[src/hdl/urx_pkg.sv]
// Package of constants and types for the serial receiver block
// Summary of operation
// Sample input at sixteen times baud
// Resync tick counter at start and falling edges
// Start search: zero after three ones
// Verify start at ticks 3,5,7
// Failed verification restarts start search
// Data bit is majority of 8,9,10
// Start ones at 8-10 set noise only
// Stop bit majority zero sets framing
// Framing fault set with receive-full
// Standby suppresses all receiver interrupt requests
// Address mark wakes and sets full
// Idle wakes without quiet or full
// Standby on idle line may end immediately
// Transfer to holding sets receive-full flag
// Quiet flag after 10/11 ones
// Overrun keeps old, drops new, flags
// Noise on any bit sets noise
// Framing fault requests fault interrupt
// Parity mismatch sets parity fault
// Keeps running in wait; irq wakes
// Software disables unit before wait
// Stop mode freezes, keeps registers; the recovery core drops back to start search
// Break sets framing, full, break; clears data
// Ninth bit stored; copies bit 7
// Two-flop synchroniser on serial input
package urx_pkg;
    localparam logic [3:0] URX_OFS_CTRL1 = 4'h0;
    localparam logic [3:0] URX_OFS_CTRL2 = 4'h4;
    localparam logic [3:0] URX_OFS_CTRL3 = 4'h8;
    localparam logic [3:0] URX_OFS_STAT1 = 4'hc;
    localparam int URX_ADDR_W = 4;
    // Control one: enable, 9-bit, wake, quiet type, parity enable, odd
    localparam int C1_EN = 0;
    localparam int C1_NINE = 1;
    localparam int C1_WAKE = 2;
    localparam int C1_QTY = 3;
    localparam int C1_PEN = 4;
    localparam int C1_ODD = 5;
    // Control two: full ie, quiet ie, receiver enable, standby request
    localparam int C2_RFIE = 0;
    localparam int C2_QIE = 1;
    localparam int C2_RE = 2;
    localparam int C2_SBY = 3;
    // Control three: ninth bit (ro), lost/noise/framing/parity ie
    localparam int C3_BIT8 = 0;
    localparam int C3_LIE = 1;
    localparam int C3_NIE = 2;
    localparam int C3_FIE = 3;
    localparam int C3_PIE = 4;
    // Status: full, quiet, lost, noise, framing, parity, break, busy
    localparam int S_FULL = 0;
    localparam int S_QUIET = 1;
    localparam int S_LOST = 2;
    localparam int S_NOISE = 3;
    localparam int S_FRM = 4;
    localparam int S_PAR = 5;
    localparam int S_BRK = 6;
    localparam int S_BUSY = 7;
    localparam int URX_DATA_LSB = 8;
    localparam int URX_OVERSAMPLE = 16;
    localparam logic [3:0] TK_V1 = 4'h2;
    localparam logic [3:0] TK_V2 = 4'h4;
    localparam logic [3:0] TK_V3 = 4'h6;
    localparam logic [3:0] TK_D1 = 4'h7;
    localparam logic [3:0] TK_D2 = 4'h8;
    localparam logic [3:0] TK_D3 = 4'h9;
    localparam logic [3:0] TK_LAST = 4'hf;
    localparam logic [3:0] URX_BITS8 = 4'h8;
    localparam logic [3:0] URX_BITS9 = 4'h9;
    localparam logic [3:0] URX_QUIET8 = 4'ha;
    localparam logic [3:0] URX_QUIET9 = 4'hb;
    localparam logic [15:0] URX_DIV_RST = 16'h0001;
    typedef enum logic [1:0] {URX_HUNT, URX_START, URX_BITS} urx_state_e;
endpackage

[src/hdl/urx_if.sv]
// Interface carrying the sampled line and recovered characters
`timescale 1ns/1ps
`default_nettype none
interface urx_if;
    logic tick;
    logic rxd;
    logic nine;
    logic done;
    logic [9:0] shift;
    logic noise;
    logic framing;
    logic idle_bit;
    logic busy;
    modport core (input tick, input rxd, input nine, output done, output shift,
        output noise, output framing, output idle_bit, output busy);
    modport host (output tick, output rxd, output nine, input done, input shift,
        input noise, input framing, input idle_bit, input busy);
endinterface
`default_nettype wire

[src/hdl/urx_recover.sv]
// Data recovery core: start search, majority sampling, stop check
`timescale 1ns/1ps
`default_nettype none
module urx_recover (
    input wire logic ref_clk,
    input wire logic rst,
    input wire logic enable,
    urx_if.core lk
);
    typedef struct packed {
        urx_pkg::urx_state_e st;
        logic [3:0] tk;
        logic [2:0] hist;
        logic [2:0] smp;
        logic [3:0] nbit;
        logic [9:0] sh;
        logic nz;
        logic prev;
        logic done;
        logic frm;
        logic ib;
    } urx_core_s;
    urx_core_s s_reg, s_next;
    function automatic logic maj3(input logic [2:0] v);
        return (v[0] & v[1]) | (v[0] & v[2]) | (v[1] & v[2]);
    endfunction
    function automatic logic dis3(input logic [2:0] v);
        return (v != 3'h0) && (v != 3'h7);
    endfunction
    logic [2:0] ts;
    logic b;
    logic [3:0] nlast;
    always_comb begin
        s_next = s_reg;
        s_next.done = 1'b0;
        s_next.ib = 1'b0;
        ts = {s_reg.smp[1:0], lk.rxd};
        b = maj3(ts);
        nlast = lk.nine ? urx_pkg::URX_BITS9 : urx_pkg::URX_BITS8;
        if (!enable) begin
            s_next.st = urx_pkg::URX_HUNT;
            s_next.hist = 3'h0;
        end else if (lk.tick) begin
            s_next.tk = s_reg.tk + 4'h1;
            case (s_reg.st)
                urx_pkg::URX_HUNT: begin
                    s_next.hist = {s_reg.hist[1:0], lk.rxd};
                    // Falling edge after three ones starts the count
                    if (s_reg.hist == 3'h7 && !lk.rxd) begin
                        s_next.st = urx_pkg::URX_START;
                        s_next.tk = 4'h1;
                        s_next.nz = 1'b0;
                        s_next.smp = 3'h0;
                    end
                end
                urx_pkg::URX_START: begin
                    if (s_reg.tk == urx_pkg::TK_V1 || s_reg.tk == urx_pkg::TK_V2 ||
                        s_reg.tk == urx_pkg::TK_V3) begin
                        s_next.smp = {s_reg.smp[1:0], lk.rxd};
                    end
                    if (s_reg.tk == urx_pkg::TK_V3) begin
                        if (b) begin
                            s_next.st = urx_pkg::URX_HUNT;
                            s_next.hist = 3'h0;
                        end else if (dis3(ts)) begin
                            s_next.nz = 1'b1;
                        end
                    end
                    if (s_reg.tk >= urx_pkg::TK_D1 && s_reg.tk <= urx_pkg::TK_D3 &&
                        lk.rxd) begin
                        s_next.nz = 1'b1;
                    end
                    if (s_reg.tk == urx_pkg::TK_LAST) begin
                        s_next.st = urx_pkg::URX_BITS;
                        s_next.nbit = 4'h0;
                        s_next.prev = 1'b0;
                    end
                end
                default: begin
                    s_next.hist = {s_reg.hist[1:0], lk.rxd};
                    // Realign on a line fall after a decided 1, never inside the sample window
                    if (s_reg.prev && s_reg.hist[0] && !lk.rxd &&
                        (s_reg.tk > urx_pkg::TK_D3 || s_reg.tk < urx_pkg::TK_D1)) begin
                        s_next.tk = 4'h1;
                    end
                    if (s_reg.tk >= urx_pkg::TK_D1 && s_reg.tk <= urx_pkg::TK_D3) begin
                        s_next.smp = {s_reg.smp[1:0], lk.rxd};
                    end
                    if (s_reg.tk == urx_pkg::TK_D3) begin
                        s_next.nz = s_reg.nz | dis3(ts);
                        s_next.sh = {b, s_reg.sh[9:1]};
                        s_next.prev = b;
                        s_next.ib = b;
                        if (s_reg.nbit == nlast) begin
                            s_next.frm = !b;
                            s_next.done = 1'b1;
                            s_next.st = urx_pkg::URX_HUNT;
                            s_next.hist = 3'h0;
                            s_next.ib = 1'b0;
                        end else begin
                            s_next.nbit = s_reg.nbit + 4'h1;
                        end
                    end
                end
            endcase
        end
    end
    always_ff @(posedge ref_clk or posedge rst) begin
        if (rst) begin
            s_reg <= '0;
        end else begin
            s_reg <= s_next;
        end
    end
    assign lk.done = s_reg.done;
    assign lk.shift = s_reg.sh;
    assign lk.noise = s_reg.nz;
    assign lk.framing = s_reg.frm;
    assign lk.idle_bit = s_reg.ib;
    assign lk.busy = (s_reg.st != urx_pkg::URX_HUNT);
    a_hunt_restart: assert property (@(posedge ref_clk) disable iff (rst)
        (s_reg.st == urx_pkg::URX_START && lk.tick && s_reg.tk == urx_pkg::TK_V3 && b)
        |=> s_reg.st == urx_pkg::URX_HUNT) else $error("start not rejected");
    a_frame_done: assert property (@(posedge ref_clk) disable iff (rst)
        s_reg.done |-> s_reg.frm == !s_reg.sh[9]) else $error("framing mismatch");
    a_start_seen: assert property (@(posedge ref_clk) disable iff (rst)
        (enable && lk.tick && s_reg.st == urx_pkg::URX_HUNT && s_reg.hist == 3'h7 &&
        !lk.rxd) |=> s_reg.st == urx_pkg::URX_START && s_reg.tk == 4'h1)
        else $error("start edge missed");
endmodule
`default_nettype wire

[src/hdl/urx_top.sv]
// Serial receiver top: AHB-Lite registers, flags, standby and interrupts
//
// Added by the designer: the register addresses and the AHB-Lite register port.
`timescale 1ns/1ps
`default_nettype none
module urx_top (
    input wire logic ref_clk,
    input wire logic rst,
    input wire logic hsel,
    input wire logic [31:0] haddr,
    input wire logic [1:0] htrans,
    input wire logic hwrite,
    input wire logic [2:0] hsize,
    input wire logic [31:0] hwdata,
    input wire logic hready,
    output logic [31:0] hrdata,
    output logic hreadyout,
    output logic hresp,
    input wire logic rxd_pin,
    input wire logic stop_mode,
    output logic rx_irq,
    output logic fault_irq
);
    typedef struct packed {
        logic [1:0] sy;
        logic [15:0] div;
        logic tick;
        logic [5:0] c1;
        logic [3:0] c2;
        logic [4:0] c3;
        logic [7:0] st;
        logic [7:0] data;
        logic [3:0] ones;
        logic armed;
        logic wr;
        logic rd;
        logic [3:0] wa;
        logic [31:0] rdat;
        logic rxi;
        logic fli;
        logic stat_seen;
        logic [3:0] sub;
    } urx_top_s;
    urx_top_s s_reg, s_next;
    parameter logic [15:0] URX_DIV = urx_pkg::URX_DIV_RST;
    logic [15:0] rate_div;
    urx_if lk();
    assign rate_div = URX_DIV;
    urx_recover u_rec (
        .ref_clk(ref_clk),
        .rst(rst),
        .enable(s_reg.c1[urx_pkg::C1_EN] & s_reg.c2[urx_pkg::C2_RE] & !stop_mode),
        .lk(lk)
    );
    assign lk.tick = s_reg.tick & !stop_mode;
    assign lk.rxd = s_reg.sy[1];
    assign lk.nine = s_reg.c1[urx_pkg::C1_NINE];
    logic take;
    logic hi_ok;
    logic [7:0] rx_byte;
    logic par_bad;
    logic msb;
    logic [3:0] qlim;
    always_comb begin
        s_next = s_reg;
        take = hsel & hready & htrans[1];
        // Only the first block of offsets is mapped; aliases read zero
        hi_ok = (haddr[31:urx_pkg::URX_ADDR_W] == 28'h0);
        rx_byte = s_reg.c1[urx_pkg::C1_NINE] ? lk.shift[7:0] : lk.shift[8:1];
        s_next.sy = {s_reg.sy[0], rxd_pin};
        s_next.tick = 1'b0;
        // Baud divider yields sixteen ticks per bit
        if (!stop_mode && s_reg.c1[urx_pkg::C1_EN]) begin
            if (s_reg.div >= rate_div - 16'h0001) begin
                s_next.div = 16'h0000;
                s_next.tick = 1'b1;
            end else begin
                s_next.div = s_reg.div + 16'h0001;
            end
        end
        s_next.wr = take & hwrite & hi_ok;
        s_next.rd = take & !hwrite & hi_ok;
        s_next.wa = haddr[urx_pkg::URX_ADDR_W-1:0];
        if (take && !hwrite) begin
            if (!hi_ok) begin
                s_next.rdat = 32'h0;
            end else if (haddr[3:0] == urx_pkg::URX_OFS_CTRL1) begin
                s_next.rdat = {26'h0, s_reg.c1};
            end else if (haddr[3:0] == urx_pkg::URX_OFS_CTRL2) begin
                s_next.rdat = {28'h0, s_reg.c2};
            end else if (haddr[3:0] == urx_pkg::URX_OFS_CTRL3) begin
                s_next.rdat = {27'h0, s_reg.c3};
            end else if (haddr[3:0] == urx_pkg::URX_OFS_STAT1) begin
                s_next.rdat = {16'h0, s_reg.data, s_reg.st[7:1], s_reg.st[0]} |
                    {24'h0, lk.busy, 7'h0};
                s_next.stat_seen = 1'b1;
            end else begin
                s_next.rdat = 32'h0;
            end
        end
        // Status clears: a status read arms, then clears bits 6:0 itself on the next cycle
        if (s_reg.rd && s_reg.wa == urx_pkg::URX_OFS_STAT1 && s_reg.stat_seen) begin
            s_next.st[6:0] = 7'h0;
            s_next.stat_seen = 1'b0;
        end
        if (s_reg.wr) begin
            if (s_reg.wa == urx_pkg::URX_OFS_CTRL1) begin
                s_next.c1 = hwdata[5:0];
            end else if (s_reg.wa == urx_pkg::URX_OFS_CTRL2) begin
                s_next.c2 = hwdata[3:0];
            end else if (s_reg.wa == urx_pkg::URX_OFS_CTRL3) begin
                s_next.c3[4:1] = hwdata[4:1];
            end
        end
        // Quiet line counting: whole bit times of high line while hunting, plus decided 1 bits of a character when quiet type is clear
        qlim = s_reg.c1[urx_pkg::C1_NINE] ? urx_pkg::URX_QUIET9 : urx_pkg::URX_QUIET8;
        if (lk.done) begin
            s_next.ones = 4'h0;
            s_next.sub = 4'h0;
            s_next.armed = 1'b1;
        end else if (lk.busy) begin
            s_next.sub = 4'h0;
            if (lk.idle_bit && !s_reg.c1[urx_pkg::C1_QTY]) begin
                s_next.ones = (s_reg.ones == 4'hf) ? s_reg.ones : s_reg.ones + 4'h1;
            end
        end else if (lk.tick) begin
            if (!s_reg.sy[1]) begin
                s_next.ones = 4'h0;
                s_next.sub = 4'h0;
            end else if (s_reg.sub == urx_pkg::TK_LAST) begin
                s_next.sub = 4'h0;
                s_next.ones = (s_reg.ones == 4'hf) ? s_reg.ones : s_reg.ones + 4'h1;
            end else begin
                s_next.sub = s_reg.sub + 4'h1;
            end
        end
        // Top data bit sits at shift[8] in both character lengths
        msb = lk.shift[8];
        par_bad = s_reg.c1[urx_pkg::C1_PEN] &
            ((^(s_reg.c1[urx_pkg::C1_NINE] ? lk.shift[8:0] : {1'b0, lk.shift[8:1]}))
            ^ s_reg.c1[urx_pkg::C1_ODD]);
        // An idle line wakes standby even before any character, so a late
        // standby request on a quiet line ends at once
        if (s_reg.c2[urx_pkg::C2_SBY] && !s_reg.c1[urx_pkg::C1_WAKE] && s_reg.ones >= qlim) begin
            s_next.c2[urx_pkg::C2_SBY] = 1'b0;
            s_next.armed = 1'b0;
        end else if (s_reg.armed && s_reg.ones >= qlim) begin
            s_next.armed = 1'b0;
            s_next.st[urx_pkg::S_QUIET] = 1'b1;
        end
        if (lk.done) begin
            if (s_reg.c2[urx_pkg::C2_SBY]) begin
                if (s_reg.c1[urx_pkg::C1_WAKE] && msb) begin
                    s_next.c2[urx_pkg::C2_SBY] = 1'b0;
                    s_next.st[urx_pkg::S_FULL] = 1'b1;
                    s_next.data = rx_byte;
                end
            end else if (s_reg.st[urx_pkg::S_FULL]) begin
                s_next.st[urx_pkg::S_LOST] = 1'b1;
            end else begin
                s_next.st[urx_pkg::S_FULL] = 1'b1;
                s_next.st[urx_pkg::S_FRM] = lk.framing;
                s_next.st[urx_pkg::S_NOISE] = s_reg.st[urx_pkg::S_NOISE] | lk.noise;
                s_next.st[urx_pkg::S_PAR] = s_reg.st[urx_pkg::S_PAR] | par_bad;
                s_next.data = rx_byte;
                s_next.c3[urx_pkg::C3_BIT8] = lk.shift[8];
                if (lk.framing && lk.shift[9:1] == 9'h0 &&
                    (!s_reg.c1[urx_pkg::C1_NINE] || !lk.shift[0])) begin
                    s_next.st[urx_pkg::S_BRK] = 1'b1;
                    s_next.data = 8'h00;
                    s_next.c3[urx_pkg::C3_BIT8] = 1'b0;
                end
            end
        end
        // Standby masks every receiver request
        s_next.rxi = !s_reg.c2[urx_pkg::C2_SBY] &
            ((s_reg.st[urx_pkg::S_FULL] & s_reg.c2[urx_pkg::C2_RFIE]) |
            (s_reg.st[urx_pkg::S_QUIET] & s_reg.c2[urx_pkg::C2_QIE]));
        s_next.fli = !s_reg.c2[urx_pkg::C2_SBY] &
            ((s_reg.st[urx_pkg::S_LOST] & s_reg.c3[urx_pkg::C3_LIE]) |
            (s_reg.st[urx_pkg::S_NOISE] & s_reg.c3[urx_pkg::C3_NIE]) |
            (s_reg.st[urx_pkg::S_FRM] & s_reg.c3[urx_pkg::C3_FIE]) |
            (s_reg.st[urx_pkg::S_PAR] & s_reg.c3[urx_pkg::C3_PIE]));
    end
    always_ff @(posedge ref_clk or posedge rst) begin
        if (rst) begin
            s_reg <= '0;
        end else begin
            s_reg <= s_next;
        end
    end
    assign hrdata = s_reg.rdat;
    assign hreadyout = 1'b1;
    assign hresp = 1'b0;
    assign rx_irq = s_reg.rxi;
    assign fault_irq = s_reg.fli;
    a_standby_mask: assert property (@(posedge ref_clk) disable iff (rst)
        s_reg.c2[urx_pkg::C2_SBY] |=> !rx_irq) else $error("irq in standby");
    a_overrun_keep: assert property (@(posedge ref_clk) disable iff (rst)
        (lk.done && s_reg.st[urx_pkg::S_FULL] && !s_reg.c2[urx_pkg::C2_SBY])
        |=> s_reg.st[urx_pkg::S_LOST] && $stable(s_reg.data)) else $error("overrun");
    a_full_framing: assert property (@(posedge ref_clk) disable iff (rst)
        (lk.done && !s_reg.st[urx_pkg::S_FULL] && !s_reg.c2[urx_pkg::C2_SBY])
        |=> s_reg.st[urx_pkg::S_FULL] && s_reg.st[urx_pkg::S_FRM] == $past(lk.framing))
        else $error("framing not set with full");
endmodule
`default_nettype wire

[config.mk]
export PLATFORM = sky130hd
export DESIGN_NAME = urx_top
export DESIGN_NICKNAME = d
export VERILOG_FILES = /design/src/hdl/urx_pkg.sv /design/src/hdl/urx_if.sv /design/src/hdl/urx_recover.sv /design/src/hdl/urx_top.sv
export SDC_FILE = /design/constraint.sdc
export NUM_CORES = 1
export LEC_CHECK = 0
export BUFFER_PORTS_ARGS = -buffer_cell sky130_fd_sc_hd__buf_2
export CAP_MARGIN = 30
export CORE_MARGIN = 1
export CORE_UTILIZATION = 55
export DETAILED_ROUTE_END_ITERATION = 6
export PLACE_DENSITY = 0.81
export SLEW_MARGIN = 20
export SYNTH_ARGS = -nofsm -noshare
export SYNTH_HDL_FRONTEND = slang
export SYNTH_HIERARCHICAL = 1
export SYNTH_SLANG_ARGS = --single-unit
[constraint.sdc]
create_clock -name ref_clk -period 2.6 [get_ports ref_clk]
set_input_delay 0.52 -clock ref_clk [delete_from_list [all_inputs] [get_ports ref_clk]]
set_output_delay 0.52 -clock ref_clk [all_outputs]
set_load 0.03 [all_outputs]
# == Word-level counts from Yosys, hierarchy flattened ==
# Cells that the tools add are included.
# op_classes
n_addsub,5
eq_ne,39
muxes,93
order_cmp,6
reduce_logical,64
bitwise_logic,38
# ops
cell,n
$mux 16,6
$mux 4,19
$mux 9,5
$mux 3,11
$eq 4x4->1 const B,8
$mux 8,4
$mux 31,1
$mux 1,29
$logic_not 28->1,1
$and 1x1->1,21
$mux 19,1
$logic_and 1x1->1,18
$reduce_and 6->1,3
$add 16x1->16 const B,1
$add 4x1->4 const B,4
$eq 4x3->1 const B,4
$ge 16x1->1 const B,1
$ne 2x1->1 const B,8
$ne 4x4->1 const B,4
$or 16x8->16,1
$pmux 4 s2,2
$ne 3x3->1 const B,5
$reduce_and 3->1,5
$reduce_and 5->1,3
other kinds (35),80
# totals
reg_bits,130
out_inout_bits,36
wordCells,276

# == Depth between registers and ports, before layout ==
# logic_depth
ltp_word,9
depth_mapped,8

# == Hierarchy ==
# The synthesis kept the hierarchy.
# by_module_without_submodules
mod,seq_area_each_um2,instances,area_per_inst_um2,cells_each
urx_top,1676.6,1,3405.8,315
urx_recover,750.7,1,1721.7,180

# == Worst setup path before layout ==
# No wires, ideal clock.
# synth_path
path_kind,input -> register
startpoint,input stop_mode
endpoint,register u_rec/s_reg[16] in the netlist's numbering
stages,5
slack_ns,0.623
setup_time_ns,0.125
t_required_ns,2.475
arrival_time_ns,1.852
cell_sequence,nor2b_1 -> nand2_1 -> nor2_1 -> a22o_2 -> mux2_2
# synth_via
elab_chain_len,3
elab_cells_between_ends,4
classes_between,bitwise (2); reduce/logical (2)
# synth_lines
item,line_no,rtl
"start, declared",urx_top.sv:20,"input wire logic stop_mode,"
$logic_not 1->1 *,"urx_top.sv:52, urx_top.sv:55",
"$and 1x1->1, on equally long branches","urx_top.sv:55, urx_top.sv:52",
$reduce_and 6->1 (no source line) *,n/a,
"end signal, assigned",urx_recover.sv:112,s_reg <= s_next;
"end, declared",urx_recover.sv:23,"urx_core_s s_reg, s_next;"
# Every way passes the cells marked *; elsewhere a longest branch is shown, timed or not.
# A chain may end at the register's enable or synchronous reset.

# == Final worst setup path ==
# layout_path
startpoint,register u_rec/s_reg[30] in the netlist's numbering
endpoint,register s_reg[47] in the netlist's numbering
# layout_via
elab_chain_len,3
elab_cells_between_ends,7
classes_between,eq/ne (2); mux (2); reduce/logical (3)
# layout_lines
item,line_no,rtl
$reduce_bool 2->1 *,urx_recover.sv:120,assign lk.busy = (s_reg.st != urx_pkg::URX_HUNT);
named net lk.busy,urx_if.sv:13,logic busy;
"$ne 4x1->1 (no source line), or another cell as far along",n/a,
$reduce_and 3->1 (no source line) or $mux 4 (tied branches),n/a,
"end signal, assigned",urx_top.sv:189,s_reg <= s_next;
"end, declared",urx_top.sv:44,"urx_top_s s_reg, s_next;"
# Mark *: on every way through the listed nets, which the timed path passes. The rest lies on a longest branch.

==> metrics.cfg <==
[timing]
setup_viol=0
tightest_slew_ns=0.753
grt_setup_unrepaired=no
slew_headroom=0.498
period_share=0.802
drv_slew=0
setup_tns_ns=0
skew_ns=0.00830
fmax_mhz=480
timing.final.hold_violations=0
period_needed_ns=2.08

[worst_setup_path]
required_ns=2.85
crit_arrival_ns=2.34
reg2reg_setup_slack_ns=0.52
critPathLaunchType=register
cpPeakStageDelay_ns=0.50
cp_cell_sequence=nor2_1 -> inv_1 -> or3b_4 -> a32oi_4 -> o31a_2 -> o22ai_1
crit_path_end_kind=register
path_class=register to register
crit_fanout=12
critPathSlowestCell=dfrtp_1

[power_and_ir_drop]
irDropWorstVdd_v=0.000262
share_seq_of_total_power=0.579
cellLeakagePower_nw=2.65
p_sw_mw=0.694
power_frac_comb=0.056
internal-power_mw=1.95
power_switching_share=0.262
clkPwrFrac=0.365
p_per_area_nw_per_um2=483

[cells_and_area]
layout_common_cells=97 x dfrtp_1, 68 x nand2_1, 63 x buf_2, 22 x o21ai_0
area_growth_pct=6.81
final_common_cell=dfrtp_1
largest_register_ffs=46
fin_nets=617
drive_above_1_share=0.225
fill_cells=719
multi_input_area_sq_um=2260
diodes=0
layoutNonFillerInstCount=645
regArea_sq_um=2430

[flow_run]
drv_cap=0

[global_route]
grt_start_max_net_pins=38
grt_first_pass_wirelength_um=17100
antenna_found_initial=0
grt.total_usage=0.221
grt_pass1_vias=3630
grt-ovfl-total=0

[placed_design]
gp_congestion=0.830
place_hpwl_um=7270
portBuffers=63
placed_cells=629

[drt]
drc=0
first_iter_violations=212
drt-vias-per-instance=5.76
num_vias=3718
firstDrtPassIters=5
wirelength_um=10000
drt-wirelength-per-cell_um=15.5
drtAntennaViolNets=0

[clock_network]
cts_sinks=97
cts.repair.resized=0
ctsHoldBuffers=0
cts_tree=built
cts.reportedPaths.clkPinSlew_ns=0.10
cts_htree_levels=3
cts_buffers=9
post_cts_buffers=0
ctsLongestPathBuffers=2
insertion_delay_ns=0.37
cts-root-buf=clkbuf_8

[logic_synthesis]
synth-adder-area-share=0.0239
ys_async_sr_fraction=1.00
syn_inst=495
yosysSeqAreaShare=0.473
ys_ff_latch=97
mappedNetlistArea_sq_um=5130
yosys.area_share.simple=0.158
synth-edff-count=0
synth_compound_area_frac=0.146
synth_top_area_cell=dfrtp_1
dominantRegCellSynth=dfrtp_1
synth.top_cell.area_share=0.473
ys.warnings.count=6
yosysUniqueCellTypes=66
avgSynthCellArea_sq_um=10.4
ys_top_cells_by_area=dfrtp_1 47%, buf_4 7.3%, nand2_1 5.0%
synth_xor_area_frac=0.0215
synthMuxAreaShare=0.0783
synth_top_family_by_area=simple AND/OR/NAND/NOR gates

[die]
die_w_um=98.6
die_h_um=98.6
core_area_sq_um=8890
start_util=0.577
die_area_sq_um=9710
rows=34
ios=112

[status]
status=completed

[hold_path]
hp-class=primary input to async pin

==> final timing paths <==
kind / startpoint / end / cells past startpoint
worst max-delay path: u_rec/s_reg[30]$_DFFE_PP0P_ / s_reg[47]$_DFFE_PP0P_ / 6
worst min-delay path: rst / u_rec/s_reg[15]$_DFFE_PP0P_ / 3
worst max register to register: u_rec/s_reg[30]$_DFFE_PP0P_ / s_reg[47]$_DFFE_PP0P_ / 6
worst min register to register: s_next[99]$_DFF_PP0_ / lk.rxd$_DFF_PP0_ / 0
max in group asynchronous: rst / hrdata[4]$_DFFE_PP0P_ / 3
min in group ref_clk: rxd_pin / s_next[99]$_DFF_PP0_ / 1
==> cell type report <==
type	instances	area share
repair buffers	71	0.0708
multi-input cells	337	0.413
well taps	108	0.0247
clock inverters	7	0.0149
inverters	16	0.0110
flip-flops and latches	97	0.443
clock buffers	9	0.0226
==> power by group through the flow <==
stage / logic (mW) / registers, mW / clock network (mW)
floorplan: 0.116 / 1.55 / 0
global route: 0.163 / 1.53 / 1.06
global placement: 0.143 / 1.56 / 0
finish: 0.147 / 1.53 / 0.967
detailed placement: 0.148 / 1.56 / 0
CTS: 0.148 / 1.53 / 0.997
==> cell usage after synthesis (all sizes together), types with 2 or more instances <==
| library cell | number |
|---|---|
| a211oi | 2 |
| inv | 16 |
| nor2 | 21 |
| xnor2 | 10 |
| buf | 57 |
| and2 | 2 |
| o21a | 2 |
| o221ai | 2 |
| dfrtp | 97 |
| a31oi | 3 |
| or3b | 2 |
| a221o | 4 |
| nor2b | 4 |
| a32o | 5 |
| nand4 | 2 |
| or3 | 3 |
| nand2b | 5 |
| nor4 | 9 |
| a21o | 4 |
| a22oi | 5 |
| mux2 | 17 |
| nor3 | 10 |
| o21ai | 24 |
| nand4b | 6 |
| a41oi | 2 |
| nand3b | 3 |
| nand2 | 68 |
| a22o | 13 |
| conb | 2 |
| and4 | 2 |
| ha | 9 |
| nand3 | 12 |
| clkbuf | 4 |
| mux2i | 21 |
| o31ai | 6 |
| and3 | 4 |
| a21oi | 15 |
| nor3b | 4 |
==> cell families after synthesis <==
kind of cell    count (synthesis)
flops                          97
simple gates                  160
mux                            38
compound gates                100
buf+inv                        77
xor+xnor                       11
other cells                     2
fa+ha+maj                      10
==> routing by layer <==
| layer | global-route usage | wire length (um) |
|---|---|---|
| met3 | 0.0489 | 384 |
| met1 | 0.275 | 4430 |
| met5 | 0 | 0 |
| met2 | 0.381 | 5040 |
| met4 | 0.0769 | 165 |
==> critical path, delay by kind of cell, from the launching register on <==
family                 cells  cell delay, ns
AOI/OAI and AO/OA          3            0.56
buffers and inverters      1            0.24
DFF                        1            0.50
and+or+nand+nor            2            0.67
==> stage by stage <==
step | hold slack, ns | power (mW) | util | instance area, sq um | setup WS [ns]
6_report | 0.223 | 2.64 | 0.616 | 5480 | 0.516
5_1_grt | 0.226 | 2.75 | 0.616 | 5480 | 0.364
2_1_floorplan | 0.331 | 1.67 | - | 5190 | 0.397
3_5_place_dp | 0.346 | 1.71 | 0.593 | 5270 | 0.446
3_3_place_gp | 0.336 | 1.70 | 0.593 | 5270 | 0.508
4_1_cts | 0.221 | 2.68 | 0.616 | 5480 | 0.532
No activity file was read; power rests on OpenSTA's default activity.
